[src/sbh_pkg.sv]
// constants, types and helpers for the system bus handshake block
//
// Functional notes
// - valid command with top bit 0 is an address cycle with a command code
// - valid command with top bit 1 is a data cycle with a data identifier
// - in master state the processor strobes valid on every valid bus cycle
// - processor repeats the address cycle until accept conditions are met
// - exactly one issue cycle per request, inside its address cycle
// - external bus request releases the bus, but accept wins in the issue cycle and an accepted write sends all its data first
// - a request released unissued is retried after the external request
// - processor has a request output asking for the buses back
// - outputs come from flip-flops, inputs are captured in flip-flops
// - master state left only by arbitration loss or read hand-over
// - arbitration: request, owner released, master again when request ends
// - after issuing a read the owner indication drops on its own
// - after hand-over master is taken back when next external request ends
// - external request ends with arbitration request idle: back to master
// - every data element but the last carries not-last id, last carries last
// - at most one read outstanding, next read waits for the response
package sbh_pkg;

  localparam int AD_W        = 32;
  localparam int CMD_W       = 5;
  localparam int CODE_W      = 4;
  localparam int CMD_TYPE_BIT = 4;
  localparam int SYNC_STAGES = 2;

  // data identifier codes; bit 2 flags erroneous response data
  localparam logic [CODE_W-1:0] NOT_LAST_DATA_ID = 4'h0;
  localparam logic [CODE_W-1:0] LAST_DATA_ID     = 4'h1;
  localparam int                DATA_ERR_BIT     = 2;

  // reset values of the pin outputs
  localparam logic          RST_VALID_N  = 1'b1;
  localparam logic          RST_OWNER_N  = 1'b0;
  localparam logic          RST_PROC_BUS_REQUEST_N_N   = 1'b1;
  localparam logic          RST_BUS_OE   = 1'b1;
  localparam logic [AD_W-1:0]  RST_AD    = 32'h0000_0000;
  localparam logic [CMD_W-1:0] RST_CMD   = 5'h00;

  typedef enum logic [2:0] {
    ST_IDLE  = 3'b000,
    ST_ADDR  = 3'b001,
    ST_DATA  = 3'b011,
    ST_SLAVE = 3'b010
  } sbh_state_e;

  typedef struct packed {
    logic              is_read;
    logic [CODE_W-1:0] code;
    logic [AD_W-1:0]   addr;
  } sbh_req_s;

  typedef struct packed {
    logic [AD_W-1:0]  ad;
    logic [CMD_W-1:0] cmd;
    logic             valid_n;
    logic             accept_n;
    logic             ext_bus_request_n_n;
  } sbh_pin_in_s;

  typedef struct packed {
    logic [AD_W-1:0]  ad;
    logic [CMD_W-1:0] cmd;
    logic             oe;
    logic             valid_n;
    logic             owner_n;
    logic             proc_bus_request_n_n;
  } sbh_pin_out_s;

  localparam int PIN_IN_W = AD_W + CMD_W + 3;

  // strobe inputs idle high (deasserted), address/data and command zero, while the capture stages reset
  localparam logic [PIN_IN_W-1:0] RST_PIN_IN = {{(AD_W+CMD_W){1'b0}}, 3'b111};

  function automatic logic is_data_cycle(input logic [CMD_W-1:0] cmd);
    return cmd[CMD_TYPE_BIT];
  endfunction

  function automatic logic [CMD_W-1:0] addr_cmd(input logic [CODE_W-1:0] c);
    return {1'b0, c};
  endfunction

  function automatic logic [CMD_W-1:0] data_cmd(input logic last);
    return {1'b1, (last ? LAST_DATA_ID : NOT_LAST_DATA_ID)};
  endfunction

endpackage

[src/sbh_bus_if.sv]
// processor end of the multiplexed system bus: issue, arbitration, hand-over
`timescale 1ns/100ps
module sbh_bus_if (
  // clock and reset
  input  wire logic                         clock_in,
  input  wire logic                         arst_n_in,
  // core request port
  input  wire logic                         req_valid_in,
  input  wire sbh_pkg::sbh_req_s            req_in,
  output logic                              req_ready_out,
  // core write data stream
  input  wire logic                         wr_valid_in,
  input  wire logic [sbh_pkg::AD_W-1:0]     wr_data_in,
  input  wire logic                         wr_last_in,
  output logic                              wr_ready_out,
  // read response to the core
  output logic                              rsp_valid_out,
  output logic [sbh_pkg::AD_W-1:0]          rsp_data_out,
  output logic                              rsp_last_out,
  output logic                              rsp_error_out,
  // status
  output logic                              slave_state_out,
  output logic                              read_pending_out,
  // shared bus pins
  input  wire logic [sbh_pkg::AD_W-1:0]     addr_data_bus_in,
  output logic [sbh_pkg::AD_W-1:0]          addr_data_bus_out,
  output logic                              addr_data_bus_oe_out,
  input  wire logic [sbh_pkg::CMD_W-1:0]    command_bus_in,
  output logic [sbh_pkg::CMD_W-1:0]         command_bus_out,
  output logic                              command_bus_oe_out,
  // handshake pins, all active low
  output logic                              proc_valid_n_out,
  input  wire logic                         ext_valid_n_in,
  input  wire logic                         ext_accept_n_in,
  input  wire logic                         ext_bus_request_n_in,
  output logic                              proc_owner_n_out,
  output logic                              proc_bus_request_n_out
);

  ////////////////////////////////////////////////////////////////////////////
  // input capture

  sbh_pkg::sbh_pin_in_s pin_raw;
  sbh_pkg::sbh_pin_in_s pin;

  always_comb begin
    pin_raw.ad       = addr_data_bus_in;
    pin_raw.cmd      = command_bus_in;
    pin_raw.valid_n  = ext_valid_n_in;
    pin_raw.accept_n = ext_accept_n_in;
    pin_raw.ext_bus_request_n_n   = ext_bus_request_n_in;
  end

  // whole bundle shares one latency so cycle alignment of the bus is kept;
  // the price is two cycles before any pin change is acted on, so the agent
  // has to hold accept through the address cycle it admits
  sbh_sync #(
    .W       (sbh_pkg::PIN_IN_W),
    .RST_VAL (sbh_pkg::RST_PIN_IN)
  ) sbh_sync_inst (
    .clock_in  (clock_in),
    .arst_n_in (arst_n_in),
    .d_in      (pin_raw),
    .q_out     (pin)
  );

  logic ext_valid;
  logic accepted;
  logic ext_req;
  logic ext_data;
  logic ext_last;

  always_comb begin
    ext_valid = !pin.valid_n;
    accepted  = !pin.accept_n;
    ext_req   = !pin.ext_bus_request_n_n;
    ext_data  = ext_valid && sbh_pkg::is_data_cycle(pin.cmd);
    ext_last  = ext_data &&
                (pin.cmd[sbh_pkg::CODE_W-1:0] == sbh_pkg::LAST_DATA_ID);
  end

  ////////////////////////////////////////////////////////////////////////////
  // control state

  sbh_pkg::sbh_state_e state;
  sbh_pkg::sbh_state_e next_state;
  sbh_pkg::sbh_req_s   held;
  sbh_pkg::sbh_req_s   next_held;
  logic                pend;
  logic                next_pend;
  logic                rd_pend;
  logic                next_rd_pend;
  sbh_pkg::sbh_pin_out_s pout;
  sbh_pkg::sbh_pin_out_s next_pout;
  // set by a read issue, so the next finished external request hands back
  logic                handed;
  logic                next_handed;

  // owner indication and both bus drivers are let go in the same cycle
  function automatic sbh_pkg::sbh_pin_out_s release_pins(
    input sbh_pkg::sbh_pin_out_s p
  );
    sbh_pkg::sbh_pin_out_s r;
    r         = p;
    r.owner_n = 1'b1;
    r.oe      = 1'b0;
    return r;
  endfunction

  logic take_req;
  logic done_ext;
  logic issue;
  logic give_up;

  always_comb begin
    // a read may not start while one is still unanswered
    req_ready_out = (state == sbh_pkg::ST_IDLE) && !pend && !ext_req &&
                    !(req_in.is_read && rd_pend);
    take_req      = req_valid_in && req_ready_out;
    wr_ready_out  = (state == sbh_pkg::ST_DATA);
    // an external request is complete once its last data element is seen;
    // address-only requests of the agent are not tracked and keep slave state
    done_ext      = (state == sbh_pkg::ST_SLAVE) && ext_last;
  end

  ////////////////////////////////////////////////////////////////////////////
  // issue and release decisions

  // accept wins over a bus request seen in the same cycle: the request is
  // then finished first and the agent gets the buses after its last word
  always_comb begin
    issue   = (state == sbh_pkg::ST_ADDR) && accepted;
    give_up = (state == sbh_pkg::ST_ADDR) && !accepted && ext_req;
  end

  always_comb begin
    next_state   = state;
    next_held    = held;
    next_pend    = pend;
    next_rd_pend = rd_pend;
    next_handed  = handed;
    next_pout    = pout;
    next_pout.valid_n = 1'b1;

    case (state)
      sbh_pkg::ST_IDLE: begin
        next_pout.oe      = 1'b1;
        next_pout.owner_n = 1'b0;
        next_pout.proc_bus_request_n_n  = 1'b1;
        if (ext_req) begin
          // release before starting anything new
          next_state        = sbh_pkg::ST_SLAVE;
          next_pout         = release_pins(next_pout);
        end else if (pend || take_req) begin
          // a held request goes out again with its code and address kept
          if (take_req) begin
            next_held = req_in;
            next_pend = 1'b1;
          end
          next_state        = sbh_pkg::ST_ADDR;
          next_pout.ad      = take_req ? req_in.addr : held.addr;
          next_pout.cmd     = sbh_pkg::addr_cmd(take_req ? req_in.code
                                                         : held.code);
          next_pout.valid_n = 1'b0;
        end
      end

      sbh_pkg::ST_ADDR: begin
        if (issue) begin
          // the address cycle now on the bus is the single issue cycle
          next_pout.valid_n = 1'b1;
          if (held.is_read) begin
            next_pend         = 1'b0;
            next_rd_pend      = 1'b1;
            next_handed       = 1'b1;
            next_state        = sbh_pkg::ST_SLAVE;
            next_pout         = release_pins(next_pout);
          end else begin
            next_state = sbh_pkg::ST_DATA;
          end
        end else if (give_up) begin
          // give up the unissued request, it stays held for a retry
          next_state        = sbh_pkg::ST_SLAVE;
          next_pout         = release_pins(next_pout);
        end else begin
          // no accept yet: the same address cycle stays on the bus
          next_pout.valid_n = 1'b0;
        end
      end

      sbh_pkg::ST_DATA: begin
        // a gap in the core stream just leaves valid off for that cycle;
        // a bus request of the agent waits until the last word is out
        if (wr_valid_in) begin
          next_pout.ad      = wr_data_in;
          next_pout.cmd     = sbh_pkg::data_cmd(wr_last_in);
          next_pout.valid_n = 1'b0;
          if (wr_last_in) begin
            next_pend  = 1'b0;
            next_state = sbh_pkg::ST_IDLE;
          end
        end
      end

      sbh_pkg::ST_SLAVE: begin
        next_pout         = release_pins(next_pout);
        // ask for the buses back while a request is waiting to go out
        next_pout.proc_bus_request_n_n  = !pend;
        if (done_ext) begin
          if (rd_pend) begin
            next_rd_pend = 1'b0;
          end
          next_handed = 1'b0;
          // after a read hand-over the buses come back even if the agent
          // asks again; it then wins them through the normal arbitration
          if (!ext_req || handed) begin
            // master again; drivers turn on one cycle later so the agent's
            // last drive cannot overlap ours
            next_state        = sbh_pkg::ST_IDLE;
            next_pout.owner_n = 1'b0;
            next_pout.proc_bus_request_n_n  = 1'b1;
          end
        end
      end

      default: begin
        next_state = sbh_pkg::ST_IDLE;
      end
    endcase
  end

  always_ff @(posedge clock_in or negedge arst_n_in) begin
    if (!arst_n_in) begin
      state         <= sbh_pkg::ST_IDLE;
      held          <= '0;
      pend          <= 1'b0;
      rd_pend       <= 1'b0;
      handed        <= 1'b0;
      pout.ad       <= sbh_pkg::RST_AD;
      pout.cmd      <= sbh_pkg::RST_CMD;
      pout.oe       <= sbh_pkg::RST_BUS_OE;
      pout.valid_n  <= sbh_pkg::RST_VALID_N;
      pout.owner_n  <= sbh_pkg::RST_OWNER_N;
      pout.proc_bus_request_n_n   <= sbh_pkg::RST_PROC_BUS_REQUEST_N_N;
    end else begin
      state   <= next_state;
      held    <= next_held;
      pend    <= next_pend;
      rd_pend <= next_rd_pend;
      handed  <= next_handed;
      pout    <= next_pout;
    end
  end

  ////////////////////////////////////////////////////////////////////////////
  // read response path

  logic                     next_rsp_valid;
  logic [sbh_pkg::AD_W-1:0] next_rsp_data;
  logic                     next_rsp_last;
  logic                     next_rsp_error;

  // only data seen in slave state while a read is open belongs to the core;
  // the error flag rides with each element, the core decides what to do
  always_comb begin
    next_rsp_valid = (state == sbh_pkg::ST_SLAVE) && rd_pend && ext_data;
    next_rsp_data  = next_rsp_valid ? pin.ad : rsp_data_out;
    next_rsp_last  = next_rsp_valid && ext_last;
    next_rsp_error = next_rsp_valid && pin.cmd[sbh_pkg::DATA_ERR_BIT];
  end

  always_ff @(posedge clock_in or negedge arst_n_in) begin
    if (!arst_n_in) begin
      rsp_valid_out <= 1'b0;
      rsp_data_out  <= sbh_pkg::RST_AD;
      rsp_last_out  <= 1'b0;
      rsp_error_out <= 1'b0;
    end else begin
      rsp_valid_out <= next_rsp_valid;
      rsp_data_out  <= next_rsp_data;
      rsp_last_out  <= next_rsp_last;
      rsp_error_out <= next_rsp_error;
    end
  end

  ////////////////////////////////////////////////////////////////////////////
  // pin outputs, every one straight from a flip-flop

  always_comb begin
    addr_data_bus_out      = pout.ad;
    addr_data_bus_oe_out   = pout.oe;
    command_bus_out        = pout.cmd;
    command_bus_oe_out     = pout.oe;
    proc_valid_n_out       = pout.valid_n;
    proc_owner_n_out       = pout.owner_n;
    proc_bus_request_n_out = pout.proc_bus_request_n_n;
    // slave indication is the owner flop itself, so it cannot disagree
    slave_state_out        = pout.owner_n;
    read_pending_out       = rd_pend;
  end

endmodule

[src/sbh_sync.sv]
// two-stage capture of the pin inputs
`timescale 1ns/100ps
module sbh_sync #(
  parameter int                 W       = 8,
  parameter logic [W-1:0]       RST_VAL = '0
) (
  // clock and reset
  input  wire logic         clock_in,
  input  wire logic         arst_n_in,
  // data
  input  wire logic [W-1:0] d_in,
  output logic      [W-1:0] q_out
);

  logic [W-1:0] meta;
  logic [W-1:0] next_meta;
  logic [W-1:0] next_q;

  always_comb begin
    next_meta = d_in;
    next_q    = meta;
  end

  // first stage feeds only the second stage
  always_ff @(posedge clock_in or negedge arst_n_in) begin
    if (!arst_n_in) begin
      meta  <= RST_VAL;
      q_out <= RST_VAL;
    end else begin
      meta  <= next_meta;
      q_out <= next_q;
    end
  end

endmodule

[config.mk]
export PLATFORM = sky130hd
export DESIGN_NAME = sbh_bus_if
export DESIGN_NICKNAME = d
export VERILOG_FILES = /design/src/sbh_pkg.sv /design/src/sbh_bus_if.sv /design/src/sbh_sync.sv
export SDC_FILE = /design/constraint.sdc
export NUM_CORES = 1
export LEC_CHECK = 0
export ABC_AREA = 0
export BUFFER_PORTS_ARGS = -buffer_cell sky130_fd_sc_hd__buf_2
export CAP_MARGIN = 20
export CORE_MARGIN = 8
export CORE_UTILIZATION = 52
export DETAILED_ROUTE_END_ITERATION = 12
export HOLD_SLACK_MARGIN = 0.1
export PLACE_DENSITY = 0.8
export SLEW_MARGIN = 5
export SYNTH_ARGS = -nofsm -noshare
export SYNTH_HDL_FRONTEND = slang
export SYNTH_SLANG_ARGS = --single-unit
export TNS_END_PERCENT = 30
[constraint.sdc]
create_clock -name clock_in -period 2.55 [get_ports clock_in]
set_input_delay 0.1275 -clock clock_in [delete_from_list [all_inputs] [get_ports clock_in]]
set_output_delay 0.1275 -clock clock_in [all_outputs]
set_load 0.01 [all_outputs]
Word-level counts from Yosys, hierarchy flattened

Cells that the tools add are included.

Multiplexer cells: 44
$add $sub $neg: 0
Bitwise operators: 1
Shift-type cells: 0
$mul: 0
Divide/modulo/power cells: 0
Magnitude comparators: 0
Equality and inequality tests: 16
Reduce and logical (&&, ||, !) cells: 35

Operators with widths:

| kind                                                   | count |
|---|---|
| 2-to-1 mux 37 bit                                      | 3 |
| one-hot mux 37 bit (3 select lines)                    | 1 |
| 2-to-1 mux 41 bit                                      | 1 |
| 2-to-1 mux 32 bit                                      | 1 |
| 2-to-1 mux 3 bit                                       | 8 |
| 2-to-1 mux 1 bit                                       | 18 |
| logical AND 1 bit                                      | 15 |
| inequality test 2 bit (second input constant)          | 6 |
| one-hot mux 3 bit (4 select lines)                     | 1 |
| inequality test 3 bit (second input constant)          | 3 |
| one-hot mux 1 bit (3 select lines)                     | 3 |
| 2-to-1 mux 2 bit                                       | 4 |
| 2-to-1 mux 4 bit                                       | 2 |
| AND reduction 4 bit                                    | 2 |
| AND reduction 8 bit                                    | 1 |
| == test 3 x 2 -> 1 bit (second input constant)         | 2 |
| inequality test 2 x 1 -> 1 bit (second input constant) | 3 |
| one-hot mux 2 bit (3 select lines)                     | 1 |
| AND reduction 6 bit                                    | 1 |
| nonzero test 2 bit                                     | 3 |
| nonzero test 3 bit                                     | 2 |
| logical NOT 1 bit                                      | 5 |
| AND reduction 5 bit                                    | 1 |
| == test 4 x 1 -> 1 bit (second input constant)         | 1 |
| 7 further kinds                                        | 8 |

ROM bits: 0
Input port bits: 114
Register bits: 198
Memory bits (writable): 0
Bits in latches: 0
Memories: 0

Logic depth before layout (Yosys ltp)

Word-level depth: 9
Mapped depth: 8

By module

From an unflattened synthesis, not the netlist that was laid out.

Cells, all modules: 497
Area, all modules: 7258.2 µm²

Modules (own cells, without submodules):

| module     | instances | cells an instance | area an instance (µm²) |
|---|---|---|---|
| sbh_bus_if | 1         | 417               | 5248.8 |
| sbh_sync   | 1         | 80                | 2009.4 |

Worst setup path before layout

Ideal clock, no wire load.

Path kind: register to register
Start point: register state[0]
End point: register pout, in the netlist command_bus_out[4]
Arrival time: 1.910 ns
Clock period less this slack: 2.037 ns
Stages on the path, launching flop included: 8
Library setup time: 0.127 ns
Setup slack: 0.513 ns
Path through: dfrtp_1 > ha_1 > nor2b_1 > or2_2 > clkbuf_1 > or2_2 > buf_4 > mux2_1

RTL lines:

| element                                                                             | line              | source |
|---|---|---|
| start: declaration                                                                  | sbh_bus_if.sv:85  | `sbh_pkg::sbh_state_e state;` |
| start signal: assignment                                                            | sbh_bus_if.sv:234 | `state <= sbh_pkg::ST_IDLE;` |
| start signal: assignment                                                            | sbh_bus_if.sv:246 | `state <= next_state;` |
| == test 3 x 2 -> 1 bit *                                                            | --                |  |
| net wr_ready_out                                                                    | sbh_bus_if.sv:15  | `output logic wr_ready_out,` |
| inequality test 2 bit (no source line) / nonzero test 2 bit (equally long branches) | --                |  |
| AND reduction 5 bit (no source line)                                                | --                |  |
| end signal: assignment                                                              | sbh_bus_if.sv:251 | `pout <= next_pout;` |
| end: declaration                                                                    | sbh_bus_if.sv:93  | `sbh_pkg::sbh_pin_out_s pout;` |

Mark *: on every way through the listed nets, which the timed path passes. The rest lies on a longest branch.
A chain may end at the register's enable or synchronous reset.

Worst setup path in the final report

Start point: register state[0]
End point: register pout, in the netlist addr_data_bus_out[22]

Word-level cells in the longest chain between the ends: 9

RTL lines:

| element                             | line                                 | source |
|---|---|---|
| logical NOT 3 bit                   | sbh_bus_if.sv:117, sbh_bus_if.sv:145 |  |
| logical AND 1 bit (3 in a row)      | sbh_bus_if.sv:117                    | `req_ready_out = (state == sbh_pkg::ST_IDLE) && !pend && !ext_req &&` |
| logical AND 1 bit                   | sbh_bus_if.sv:119                    | `take_req = req_valid_in && req_ready_out;` |
| 2-to-1 mux 32 bit                   | sbh_bus_if.sv:161                    | `next_pout.ad = take_req ? req_in.addr : held.addr;` |
| 2-to-1 mux 37 bit                   | sbh_bus_if.sv:154                    | `end else if (pend \|\| take_req) begin` |
| 2-to-1 mux 37 bit                   | sbh_bus_if.sv:150                    | `if (ext_req) begin` |
| one-hot mux 37 bit (3 select lines) | sbh_bus_if.sv:145                    | `case (state)` |

Parallel ways exist; a longest one is shown, timed or not. The select of a mux whose other input is x is not followed.

==> reports/qor.csv <==
metric,value,unit
antenna_found_initial,3,
critPathBufInv,4,
cts_inserted_buffers,17,
wl,19240,um
multi_input_area,0.001774,mm2
start_util,53.04,%
path_cells,"inv_1, ha_1, inv_1, a221oi_4, buf_6, or3_1, buf_4, o221ai_1",
clock_latency,0.43,ns
synth_edf_count,0,
min_path_type,primary input to register,
whs,0.1459,ns
synth-simple-area-share,3.828,%
clock_sinks,197,
crit_top_cell,inv_1,
dp_hpwl,11560,um
synth_top_family_by_area,multiplexers,
p_comb_share,34.6,%
syn-num-nets,611,
grt_max_degree,83,
dr.pass1.iters,5,
met2_usage,39.30,%
seq_area_frac_synth,70.63,%
fmax,0.4107,GHz
worstPathArrival,2.69,ns
cp_max_fo,36,
final.min_clock_period,2.435,ns
top_level_ports,195,
grt.met1_usage,23.27,%
synth_common_cells,"dfrtp_1 (188), inv_1 (41), nand2_1 (40)",
maxCapViolCount,0,
syn_avg_cell_area,14.19,um2
ys_ff_latch,197,
power.internal,7.109,mW
status,completed,
areaGrowthSynthToFinish,41.32,%
core,0.01319,mm2
synth_xor_area_share,0,%
synthDistinctLibCells,36,
clock_skew,0.009811,ns
regArea,0.004941,mm2
postRouteAntennaNets,0,
netlist_instances,493,
switching_share,35.33,%
end_kind,register,
critical_path.top_delay_family,buffers and inverters,
synthAdderAreaFrac,0.7154,%
busiest_layer,met2,
grt_use_total,22.48,%
period_share,95.47,%
htreeDepth,4,
synth_top_area_share,67.25,%
nets,916,
die_h,132.0,um
synth_compound_area_share,8.997,%
gp_congestion,0.8685,
setup_viol,0,
hold_violations,0,
clkPwrFrac,23.8,%
seqPwrFrac,41.5,%
power.switching,3.884,mW
vias_per_cell,5.306,
required,2.81,ns
fill_cells,797,
grt_use_met3,6.288,%
ir_drop,0.0006862,V
drc,0,
drt-initial-drc-count,371,
cts-root-buf,clkbuf_16,
worst_pin_slew,0.6412,ns
ys_warn_count,0,
grt_pass1_vias,5882,
dieArea,0.01742,mm2
path_clk_slew,0.08,ns
criticalPathCategory,register to register,
synthMuxAreaShare,11.52,%
drive_above_1_share,36.50,%
p_leak,4.732,nW
slew_violations,0,
maxSlewHeadroom,57.26,%
ys_top_cells_by_area,"dfrtp_1 (67%), mux2_2 (6.3%), mux2i_1 (4.9%)",
clock_path_buffers,2,
ys.flop_type,dfrtp_1,
synth_top_cell_by_area,dfrtp_1,
synth_area,0.006995,mm2
cpMaxStageDelayCell,dfrtp_1,
grt_pass1_wl,30780,um
cp-start-kind,register,
async_flop_share,100.0,%
rsz0062_at_grt,false,
cts_tree,built,
max_stage_delay,0.43,ns
rows,42,
die_x,132.0,um
synth_most_common_cell,dfrtp_1,
power_density,1112,mW/mm2
io_buffer_count,194,
vias,5264,
grt_overflow,0,
setup_tns,0,ns
post_drt_wl_per_cell,19.40,um
[routing by layer]
| layer | up-vias | routed length [um] | share of wire [%] |
|---|---|---|---|
| met4 | 0 | 954 | 5.0 |
| met5 | - | 0 | 0 |
| met2 | 256 | 10310 | 54 |
| li1 | 2310 | - | - |
| met3 | 77 | 1184 | 6.2 |
| met1 | 2621 | 6790 | 35 |
[layout make-up]
| cell class | count | area share (%) |
|---|---|---|
| Sequential cell | 197 | 49.98 |
| Timing Repair Buffer | 316 | 22.28 |
| Multi-Input combinational cell | 225 | 17.95 |
| Clock buffer | 18 | 4.442 |
| Tap cell | 176 | 2.228 |
| Inverter | 41 | 1.557 |
| Clock inverter | 14 | 1.443 |
| Antenna cell | 5 | 0.1266 |
[what timing repair did]
action / CTS / global route
endpoints found under the hold margin: 184 / 0
gates resized for setup: 0 / 1
endpoints found under the setup margin: 0 / 2
hold buffers: 111 / 0
setup buffers: 0 / 0
[registers in the layout, indices dropped and copies added (netlist names)]
signal                  count
addr_data_bus_oe_out        1
addr_data_bus_out          32
command_bus_out             5
handed                      1
held                       37
pend                        1
proc_bus_request_n_out      1
proc_owner_n_out            1
proc_valid_n_out            1
rsp_data_out               32
rsp_error_out               1
rsp_last_out                1
rsp_valid_out               1
sbh_sync_inst.meta         40
sbh_sync_inst.q_out        40
state                       2
[through the flow]
stage          area [um2]  utilization, %  total power, mW  std cells  worst slack (ns)
3_5_place_dp         8177           61.99            8.191        844            0.1738
4_1_cts              9869           74.82            10.95        987            0.1619
2_1_floorplan        6995               -            6.789        493            0.5127
5_1_grt              9883           74.93            11.58        991           0.06365
3_3_place_gp         8177           61.99            7.962        844            0.3521
6_report             9886           74.95            10.99        992            0.1154
[power groups by stage]
stage | Sequential (mW) | Clock, mW | Combinational, mW
after floorplan | 4.75 | 0 | 2.04
after global placement | 4.54 | 0 | 3.42
after detailed placement | 4.59 | 0 | 3.60
after CTS | 4.55 | 2.65 | 3.75
after global routing | 4.67 | 2.79 | 4.12
final | 4.57 | 2.62 | 3.80
[final timing paths]
kind | from | to | slack (ns) | cells after the start
max | state[0]$_DFFE_PN0P_ | addr_data_bus_out[22]$_DFFE_PN0P_ | 0.12 | 8
min | wr_valid_in | proc_valid_n_out$_DFF_PN1_ | 0.15 | 3
max reg2reg | state[0]$_DFFE_PN0P_ | addr_data_bus_out[22]$_DFFE_PN0P_ | 0.12 | 8
min reg2reg | sbh_sync_inst.meta[17]$_DFF_PN0_ | sbh_sync_inst.q_out[17]$_DFF_PN0_ | 0.35 | 0
max in group asynchronous | arst_n_in | held[5]$_DFFE_PN0P_ | 1.46 | 3
min in group asynchronous | arst_n_in | sbh_sync_inst.meta[13]$_DFF_PN0_ | 0.27 | 2
[tightest hold or removal path, stage by stage]
cell	delay (ns)
buf_2	0.12
nor2b_1	0.15
a2111o_1	0.14
[cells in the final DEF, fill, tap and decap left out, types with 4 or more instances in the layout]
cell,synthesis,final
mux2i_1,34,34
clkbuf_16,0,17
diode_2,0,5
o21ai_0,35,35
buf_4,7,8
nand2_1,40,40
inv_1,41,41
dfrtp_1,188,188
nor2_1,7,7
ha_1,4,4
buf_2,7,193
o221ai_1,33,33
mux2_2,39,39
clkinvlp_4,0,4
dlygate4sd3_1,0,111
dfstp_2,9,9
[cells by family (layout without fill, tap and decap cells)]
kind of cell	Yosys count	count (layout)
DFF	197	197
AOI/OAI and AO/OA	85	85
muxes	75	75
buffers and inverters	71	389
and+or+nand+nor	61	61
adders and majority gates	4	4
other	0	5
(Power assumes the default switching activity.)
